--- src/rtl/lcts_defines.svh ---
// constants for the second link controller status block
`ifndef LCTS_DEFINES_SVH
`define LCTS_DEFINES_SVH

// ----------------------------------------
// register map
// ----------------------------------------
`define LCTS_ADDR_W 4
`define LCTS_OFF_STATUS 4'h0
`define LCTS_OFF_ENABLE 4'h1
`define LCTS_OFF_CLEAR 4'h2
`define LCTS_OFF_KIND 4'h3

// ----------------------------------------
// status bit positions
// ----------------------------------------
`define LCTS_BIT_KIND 7
`define LCTS_BIT_TXSTART 6
`define LCTS_BIT_RXSTART 5
`define LCTS_BIT_TXEND 4
`define LCTS_BIT_RXEND 3
`define LCTS_BIT_FCSERR 2
`define LCTS_BIT_ABORT 1
`define LCTS_BIT_FLAGSEEN 0
`define LCTS_NEVT 7
`define LCTS_RESET_VAL 8'h00
`define LCTS_EVT_ZERO 7'h00

`endif

--- src/rtl/lcts_pkg.sv ---
// types for the second link controller status block
package lcts_pkg;
  // message kind encoding
  typedef enum logic {
    LCTS_KIND_BIT_ORIENTED,
    LCTS_KIND_MSG_ORIENTED
  } lcts_kind_t;
  // access kind seen on the port
  typedef enum logic [1:0] {
    LCTS_ACC_IDLE,
    LCTS_ACC_READ,
    LCTS_ACC_WRITE
  } lcts_acc_t;
endpackage

--- src/rtl/lcts_evt_if.sv ---
// event carrier between the top and the sticky flag bank
`timescale 1ns/1ps
`default_nettype none
`include "lcts_defines.svh"
interface lcts_evt_if;
  logic [`LCTS_NEVT-1:0] setPulse; // event pulses
  logic [`LCTS_NEVT-1:0] clrMask; // bits to clear this cycle
  logic [`LCTS_NEVT-1:0] flags; // sticky flags
  modport bank (input setPulse, input clrMask, output flags);
  modport ctrl (output setPulse, output clrMask, input flags);
endinterface
`default_nettype wire

--- src/rtl/lcts_flag_bank.sv ---
// sticky event flags: set wins over clear
`timescale 1ns/1ps
`default_nettype none
`include "lcts_defines.svh"
module lcts_flag_bank (
  // clock and reset
  input wire logic clock,
  input wire logic rst,
  // event carrier
  lcts_evt_if.bank evt
);
  // ----------------------------------------
  // one sticky flip-flop per event
  // ----------------------------------------
  genvar i;
  generate
    for (i = 0; i < `LCTS_NEVT; i++) begin : gFlag
      logic flag_q; // sticky state
      // set beats a clear in the same cycle
      always_ff @(posedge clock) begin
        if (rst) begin
          flag_q <= 1'b0;
        end else if (evt.setPulse[i]) begin
          flag_q <= 1'b1;
        end else if (evt.clrMask[i]) begin
          flag_q <= 1'b0;
        end
      end
      assign evt.flags[i] = flag_q;
    end
  endgenerate
endmodule
`default_nettype wire

--- src/rtl/lcts_status.sv ---
// status register bank for the second link controller
// Behaviour
// - bit 7 shows last received message kind
// - bit 6 set at transmit message start
// - bit 5 set at receive message start
// - bit 4 set at transmit message end
// - bit 3 set at receive end or buffer full
// - bit 2 set on frame check error
// - bit 1 set on seven-ones abort
// - bit 0 set on flag octet seen
// - flags hold until a status read or clear write clears them
// - flag seen plus end means whole message
// - enable bit gates each event onto interrupt
//
// Design decisions made here: the register offsets and the address-and-strobe port.
`timescale 1ns/1ps
`default_nettype none
`include "lcts_defines.svh"
module lcts_status (
  // clock and reset
  input wire logic clock,
  input wire logic rst,
  // register port
  input wire logic [`LCTS_ADDR_W-1:0] regAddr,
  input wire logic [7:0] regWrData,
  input wire logic regWr,
  input wire logic regRd,
  output logic [7:0] regRdData,
  // controller events, one-cycle pulses
  input wire logic txStartEvt,
  input wire logic rxStartEvt,
  input wire logic txEndEvt,
  input wire logic rxEndEvt,
  input wire logic rxBufFullEvt,
  input wire logic fcsErrEvt,
  input wire logic abortEvt,
  input wire logic flagOctetEvt,
  // message kind of the message just received
  input wire logic rxMsgDoneEvt,
  input wire logic rxMsgKind,
  // interrupt and whole-message indication
  output logic irq,
  output logic wholeMsg
);
  // ----------------------------------------
  // state
  // ----------------------------------------
  lcts_evt_if evt (); // carrier to the flag bank
  lcts_pkg::lcts_kind_t kind_q; // last message kind
  logic [`LCTS_NEVT-1:0] enable_q; // interrupt enables
  logic [7:0] rdData_q; // registered read data
  logic [7:0] statusView; // assembled status byte
  lcts_pkg::lcts_acc_t acc; // decoded access

  // ----------------------------------------
  // access decode
  // ----------------------------------------
  // one access kind per cycle for the clear decode; a read wins should both strobes appear, but an enable write still lands
  always_comb begin
    if (regRd) begin
      acc = lcts_pkg::LCTS_ACC_READ;
    end else if (regWr) begin
      acc = lcts_pkg::LCTS_ACC_WRITE;
    end else begin
      acc = lcts_pkg::LCTS_ACC_IDLE;
    end
  end

  // ----------------------------------------
  // event mapping
  // ----------------------------------------
  // each controller event lands on its own sticky bit, except end and buffer full, which share bit 3
  // transmit start sets bit 6
  assign evt.setPulse[`LCTS_BIT_TXSTART] = txStartEvt;
  assign evt.setPulse[`LCTS_BIT_RXSTART] = rxStartEvt;
  assign evt.setPulse[`LCTS_BIT_TXEND] = txEndEvt;
  // end or buffer full sets bit 3
  assign evt.setPulse[`LCTS_BIT_RXEND] = rxEndEvt | rxBufFullEvt;
  // frame check error sets bit 2
  assign evt.setPulse[`LCTS_BIT_FCSERR] = fcsErrEvt;
  assign evt.setPulse[`LCTS_BIT_ABORT] = abortEvt;
  assign evt.setPulse[`LCTS_BIT_FLAGSEEN] = flagOctetEvt;

  // a clear hits only flags, never the kind bit or the enables
  // status read or clear write resets flags
  always_comb begin
    evt.clrMask = `LCTS_EVT_ZERO;
    unique case (acc)
      lcts_pkg::LCTS_ACC_READ: begin
        if (regAddr == `LCTS_OFF_STATUS) begin
          evt.clrMask = ~`LCTS_EVT_ZERO;
        end
      end
      lcts_pkg::LCTS_ACC_WRITE: begin
        if (regAddr == `LCTS_OFF_CLEAR) begin
          evt.clrMask = regWrData[`LCTS_NEVT-1:0];
        end
      end
      lcts_pkg::LCTS_ACC_IDLE: begin
        evt.clrMask = `LCTS_EVT_ZERO;
      end
    endcase
  end

  // sticky flag storage
  lcts_flag_bank uBank (
    .clock(clock),
    .rst(rst),
    .evt(evt.bank)
  );

  // ----------------------------------------
  // message kind
  // ----------------------------------------
  // kind holds until the next message ends, reads leave it alone
  // capture kind of each received message
  always_ff @(posedge clock) begin
    if (rst) begin
      kind_q <= lcts_pkg::LCTS_KIND_BIT_ORIENTED;
    end else if (rxMsgDoneEvt) begin
      kind_q <= lcts_pkg::lcts_kind_t'(rxMsgKind);
    end
  end

  // ----------------------------------------
  // enable register
  // ----------------------------------------
  // software writes the enables
  // bit 7 has no enable and always reads back as zero
  always_ff @(posedge clock) begin
    if (rst) begin
      enable_q <= `LCTS_EVT_ZERO;
    end else if (regWr && regAddr == `LCTS_OFF_ENABLE) begin
      enable_q <= regWrData[`LCTS_NEVT-1:0];
    end
  end

  // ----------------------------------------
  // read path
  // ----------------------------------------
  // kind in the top bit, sticky flags below it
  assign statusView = {kind_q, evt.flags};

  // read data stands one cycle after the strobe
  always_ff @(posedge clock) begin
    if (rst) begin
      rdData_q <= `LCTS_RESET_VAL;
    end else if (regRd) begin
      unique case (regAddr)
        `LCTS_OFF_STATUS: rdData_q <= statusView;
        `LCTS_OFF_ENABLE: rdData_q <= {1'b0, enable_q};
        `LCTS_OFF_KIND: rdData_q <= {7'h00, kind_q};
        default: rdData_q <= 8'h00;
      endcase
    end else begin
      rdData_q <= 8'h00;
    end
  end
  // read data leave straight from the flip-flop
  assign regRdData = rdData_q;

  // ----------------------------------------
  // interrupt
  // ----------------------------------------
  // level output, falls as soon as a read or clear empties the flags
  // enables gate events
  assign irq = |(evt.flags & enable_q);

  // flag seen with end marks whole message
  assign wholeMsg = evt.flags[`LCTS_BIT_FLAGSEEN] & evt.flags[`LCTS_BIT_RXEND];

  // ----------------------------------------
  // assertions
  // ----------------------------------------
  // event-wide slice of the write data, for the write checks
  logic [`LCTS_NEVT-1:0] wrLow;
  assign wrLow = regWrData[`LCTS_NEVT-1:0];
endmodule
`default_nettype wire

--- config.mk ---
export PLATFORM = sky130hd
export DESIGN_NAME = lcts_status
export DESIGN_NICKNAME = d
export VERILOG_FILES = /design/src/rtl/lcts_pkg.sv /design/src/rtl/lcts_evt_if.sv /design/src/rtl/lcts_flag_bank.sv /design/src/rtl/lcts_status.sv
export VERILOG_INCLUDE_DIRS = /design/src /design/src/rtl
export SDC_FILE = /design/constraint.sdc
export NUM_CORES = 1
export LEC_CHECK = 0
export BUFFER_PORTS_ARGS = -buffer_cell sky130_fd_sc_hd__buf_2
export CAP_MARGIN = 20
export CORE_MARGIN = 5
export CORE_UTILIZATION = 43
export DETAILED_ROUTE_END_ITERATION = 8
export PLACE_DENSITY = 0.73
export SYNTH_ARGS = -nofsm -noshare
export SYNTH_HDL_FRONTEND = slang
export SYNTH_SLANG_ARGS = --single-unit
--- constraint.sdc ---
create_clock -name clock -period 1.62 [get_ports clock]
set_clock_uncertainty 0.05 [all_clocks]
set_input_delay 0.405 -clock clock [delete_from_list [all_inputs] [get_ports clock]]
set_output_delay 0.405 -clock clock [all_outputs]
set_load 0.1 [all_outputs]
## After elaboration in Yosys (flattened, before gate mapping)

Cells that the tools add are included.

- Equal/unequal tests: 5
- Order comparisons: 0
- Multiplexer cells: 20
- Bitwise operators: 4
- Shift operators: 0
- Reduce and logical (&&, ||, !) cells: 12
- Multiply operators: 0
- Add/subtract/negate cells: 0
- Divide/modulo/power cells: 0

Operators with widths:

| kind | count |
|---|---|
| $pmux 8 s3 | 1 |
| $pmux 7 s3 | 1 |
| $mux 1 | 14 |
| $mux 7 | 2 |
| $reduce_bool 2->1 | 7 |
| $eq 4x2->1 const B | 2 |
| $and 7x7->7 | 1 |
| $reduce_or 7->1 | 1 |
| $eq 4x1->1 const B | 1 |
| $logic_not 4->1 | 1 |
| $mux 2 | 2 |
| $eq 2x1->1 const B | 1 |
| $eq 2x2->1 const B | 1 |
| $logic_not 2->1 | 1 |
| $reduce_or 2->1 | 1 |
| $and 1x1->1 | 1 |
| $logic_and 1x1->1 | 1 |
| $not 1->1 | 1 |
| $or 1x1->1 | 1 |

- Output and inout port bits: 10
- Latch bits: 0
- Memory bits (writable): 0
- Input port bits: 26
- Memories: 0
- Logic and storage cells: 51
- Memory bits (read-only): 0
- Register bits: 23

## Longest topological paths before layout

- Depth in word-level cells: 6
- Gate-level depth with buffers: 5
- Mapped depth without buffers: 3

## Hierarchy

A second synthesis with hierarchy kept.

- Cells, all modules: 119
- Area, all modules: 1,147.4 µm²

Modules (own cells, without submodules):

| module | area each (µm²) | cells each | instances |
|---|---|---|---|
| lcts_status | 797.0 | 84 | 1 |
| lcts_flag_bank | 350.3 | 35 | 1 |

## Worst setup path before layout

No wires, ideal clock.

- Path kind: register -> output
- Start: register uBank.gFlag[3].flag_q
- End: output port irq
- Cell stages (with the launch flop): 3
- Data required time: 1.165 ns
- Arrival: 1.395 ns
- Setup slack: -0.230 ns
- Cells stage by stage: dfxtp_1 -> a222oi_1 -> nand3_1

- Word-level cells in the longest chain between the ends: 2

RTL lines:

| what | line | source |
|---|---|---|
| from (decl) | lcts_flag_bank.sv:18 | `logic flag_q;` |
| from (signal assigned) | lcts_flag_bank.sv:22 | `flag_q <= 1'b0;` |
| from (signal assigned) | lcts_flag_bank.sv:24 | `flag_q <= 1'b1;` |
| from (signal assigned) | lcts_flag_bank.sv:26 | `flag_q <= 1'b0;` |
| $and 7x7->7 | lcts_status.sv:167 | `assign irq = \|(evt.flags & enable_q);` |
| $reduce_or 7->1 | lcts_status.sv:167 |  |
| to (decl) | lcts_status.sv:42 | `output logic irq,` |

No other way between the ends.

## Worst setup path in the final report

- Start: register enable_q[3]
- End: output port irq

- Word-level cells in the longest chain between the ends: 2

RTL lines:

| what | line | source |
|---|---|---|
| from (decl) | lcts_status.sv:50 | `` logic [`LCTS_NEVT-1:0] enable_q; `` |
| from (signal assigned) | lcts_status.sv:132 | `` enable_q <= `LCTS_EVT_ZERO; `` |
| from (signal assigned) | lcts_status.sv:134 | `` enable_q <= regWrData[`LCTS_NEVT-1:0]; `` |
| $and 7x7->7 | lcts_status.sv:167 |  |
| $reduce_or 7->1 | lcts_status.sv:167 |  |

No other way between the ends.

==> metrics <==
Overflow after GRT 0; library cell used as clock root buffer sky130_fd_sc_hd__clkbuf_4; TritonCTS clock tree done; Final nets 186; Slew headroom 67.8%; remaining antenna violation count after routing 0; area post-placement 1330 µm²; worst min-delay path class in -> reg; pin count of the biggest net entering global routing 14; transition at the pin with the smallest max-transition slack 0.487 ns; Port-buffer cells 34; total wirelength of the detailed-routed design 2660 µm; DRC 0; fraction of final layout cells sized beyond drive strength 1 43.4%; detailed-router iteration count before antenna repair 5; Min Hold Slack 0.266 ns; final weighted congestion of routability-driven global placement 0.835; Detail Placement HPWL 2040 µm; total clock sinks 23; filler cell count in the final layout 205; Via-to-Cell Ratio 5.44; count of different cell masters after synthesis 25; final setup violation count 1; overall die area 3430 µm²; commonest non-fill, non-tap cell in the layout sky130_fd_sc_hd__buf_2; maximum capacitance violations 0; Post-Synthesis Mean Instance Area 9.14 µm²; number of global-route vias before repair 1002; first-pass GRT wire length 4390 µm; areal power density over the cells 778 nW/µm²; Setup Slack @ Placement -0.0826 ns; clk buf depth 2; arrival time of the worst setup path 1.41 ns; Fmax 537 MHz; unrepaired setup endpoints after global routing yes; final number of max-transition violations 0; number of buffers added to fix hold violations after cts 0; Design Area, Final 1380 µm²; worst-case setup margin in the final layout -0.244 ns; worst-path maximum fanout 3; total number of H-tree levels 1; final period utilization 115%; vias after detailed routing 1017; # diodes 0; class of the most critical setup path reg -> out; category of the worst setup path launch point flip-flop; overall track demand over capacity in global routing 16.8%; starting density of the core 45.4%; worst vdd rail ir drop 0.705 mV; clock transition at the registers of the reported paths 0.13 ns; leakage power of the design 0.620 nW; die span in x 58.6 µm; total number of placement rows 17; number of instances in the synthesized netlist 111; endpoints failing hold 0; signed area change from the synthesized netlist to the final layout 35.9%; number of top-level pins 36; Critical Path End Type primary output; proportion of synthesized chip area in sequential cells 45.4%; number of warnings printed during yosys synthesis 0; most used cells in the layout excluding fill and tap cells sky130_fd_sc_hd__buf_2, sky130_fd_sc_hd__dfxtp_1, sky130_fd_sc_hd__buf_4; worst endpoint required time 1.16 ns; status finished, violations left; overall die height 58.6 µm; violations in the final reports setup timing; final critical-path required period 1.86 ns; Yosys top cell area share 45.4%; clock network latency to the later pin of the worst-skew pair 0.32 ns; library cell with the largest summed area after synthesis sky130_fd_sc_hd__dfxtp_1; mean routed wirelength per cell 14.2 µm; most area-consuming cells after synthesis sky130_fd_sc_hd__dfxtp_1, sky130_fd_sc_hd__o31ai_2, sky130_fd_sc_hd__a22oi_1, sky130_fd_sc_hd__inv_1, sky130_fd_sc_hd__nand3_1; Yosys reg bits 23; drt initial violations 46; area inside the core boundary 2230 µm²; synthesized netlist net count 137; number of antenna violations at the first check in global routing 0; Synth Cell Area 1010 µm²; total CTS buffers 3
state kept, by name, summed over array words and instances, names as in the netlist:
signal,flops
regRdData,8
enable_q,7
uBank.gFlag.flag_q,7
kind_q,1
critical path, stage by stage, from the launching register on:
cell	delay, ns
sky130_fd_sc_hd__dfxtp_2	0.35
sky130_fd_sc_hd__a222oi_1	0.32
sky130_fd_sc_hd__buf_4	0.17
sky130_fd_sc_hd__nand3_4	0.06
sky130_fd_sc_hd__buf_12	0.18
cell usage after synthesis:
| library cell | number |
|---|---|
| sky130_fd_sc_hd__buf_6 | 1 |
| sky130_fd_sc_hd__nand2b_1 | 1 |
| sky130_fd_sc_hd__nand3_1 | 9 |
| sky130_fd_sc_hd__buf_4 | 1 |
| sky130_fd_sc_hd__nor4b_2 | 1 |
| sky130_fd_sc_hd__mux2i_1 | 1 |
| sky130_fd_sc_hd__and3_1 | 1 |
| sky130_fd_sc_hd__a222oi_1 | 1 |
| sky130_fd_sc_hd__a22oi_1 | 8 |
| sky130_fd_sc_hd__nor2b_1 | 1 |
| sky130_fd_sc_hd__mux2_2 | 1 |
| sky130_fd_sc_hd__a21oi_1 | 7 |
| sky130_fd_sc_hd__nor2_1 | 10 |
| sky130_fd_sc_hd__o21ai_0 | 7 |
| sky130_fd_sc_hd__dfxtp_1 | 23 |
| sky130_fd_sc_hd__inv_1 | 14 |
| sky130_fd_sc_hd__or4b_1 | 2 |
| sky130_fd_sc_hd__o31ai_2 | 7 |
| sky130_fd_sc_hd__o22ai_1 | 7 |
| sky130_fd_sc_hd__a21o_2 | 1 |
| sky130_fd_sc_hd__a32oi_1 | 1 |
| sky130_fd_sc_hd__buf_2 | 2 |
| sky130_fd_sc_hd__clkbuf_1 | 2 |
| sky130_fd_sc_hd__and2_1 | 1 |
| sky130_fd_sc_hd__nor4_2 | 1 |
metal layers:
metal / routed length (µm) / track usage, % / part of all wire, %
met5: 0 / 0 / 0
met4: 61 / 10.7 / 2.3
met3: 211 / 3.07 / 7.9
met2: 1330 / 27.4 / 50
met1: 1050 / 20.3 / 40
layout make-up:
cell class / count / area, µm² / share of cell area, %
well taps: 28 / 35.0 / 2.54
clock inverters: 1 / 5.00 / 0.363
multi-input cells: 68 / 480 / 34.8
repair buffers: 50 / 320 / 23.2
clock buffers: 3 / 22.5 / 1.63
inverters: 14 / 52.6 / 3.81
flip-flops and latches: 23 / 463 / 33.6
kinds of logic after synthesis:
logic type             synth area share, %
multiplexers                          2.10
AO/OA/AOI/OAI                         28.5
AND/OR/NAND/NOR                       15.3
flip-flops                            45.4
buffers and inverters                 8.76
repair_timing:
item,in CTS,in global routing
buffers inserted,1,0
setup endpoints to repair,2,1
hold endpoints to repair,0,0
pin swaps,1,1
gates resized for setup,6,1
where the power goes:
group	internal [mW]	switching [mW]
Clock	0.0925	0.175
Sequential	0.587	0.0168
Combinational	0.0942	0.107
path summary, 6_finish.rpt:
path | slack [ns] | end | cells past startpoint | startpoint
worst max-delay path | -0.24 | irq | 4 | enable_q[3]$_SDFFE_PP0P_
worst min-delay path | 0.27 | enable_q[3]$_SDFFE_PP0P_ | 3 | regWrData[3]
worst max register to register | 0.59 | regRdData[0]$_SDFF_PP0_ | 3 | enable_q[0]$_SDFFE_PP0P_
worst min register to register | 0.45 | enable_q[5]$_SDFFE_PP0P_ | 2 | enable_q[5]$_SDFFE_PP0P_
through the flow:
step | total power [mW] | std cells | util (%) | setup TNS [ns]
CTS | 1.08 | 187 | 61.7 | -0.247
floorplan | 0.716 | 111 | - | 0
global placement | 0.803 | 183 | 59.6 | -0.432
detailed placement | 0.809 | 183 | 59.6 | -0.584
global route | 1.13 | 187 | 61.7 | -0.343
finish | 1.07 | 187 | 61.7 | -0.244
Note: power is estimated with default switching activity, not from simulation.
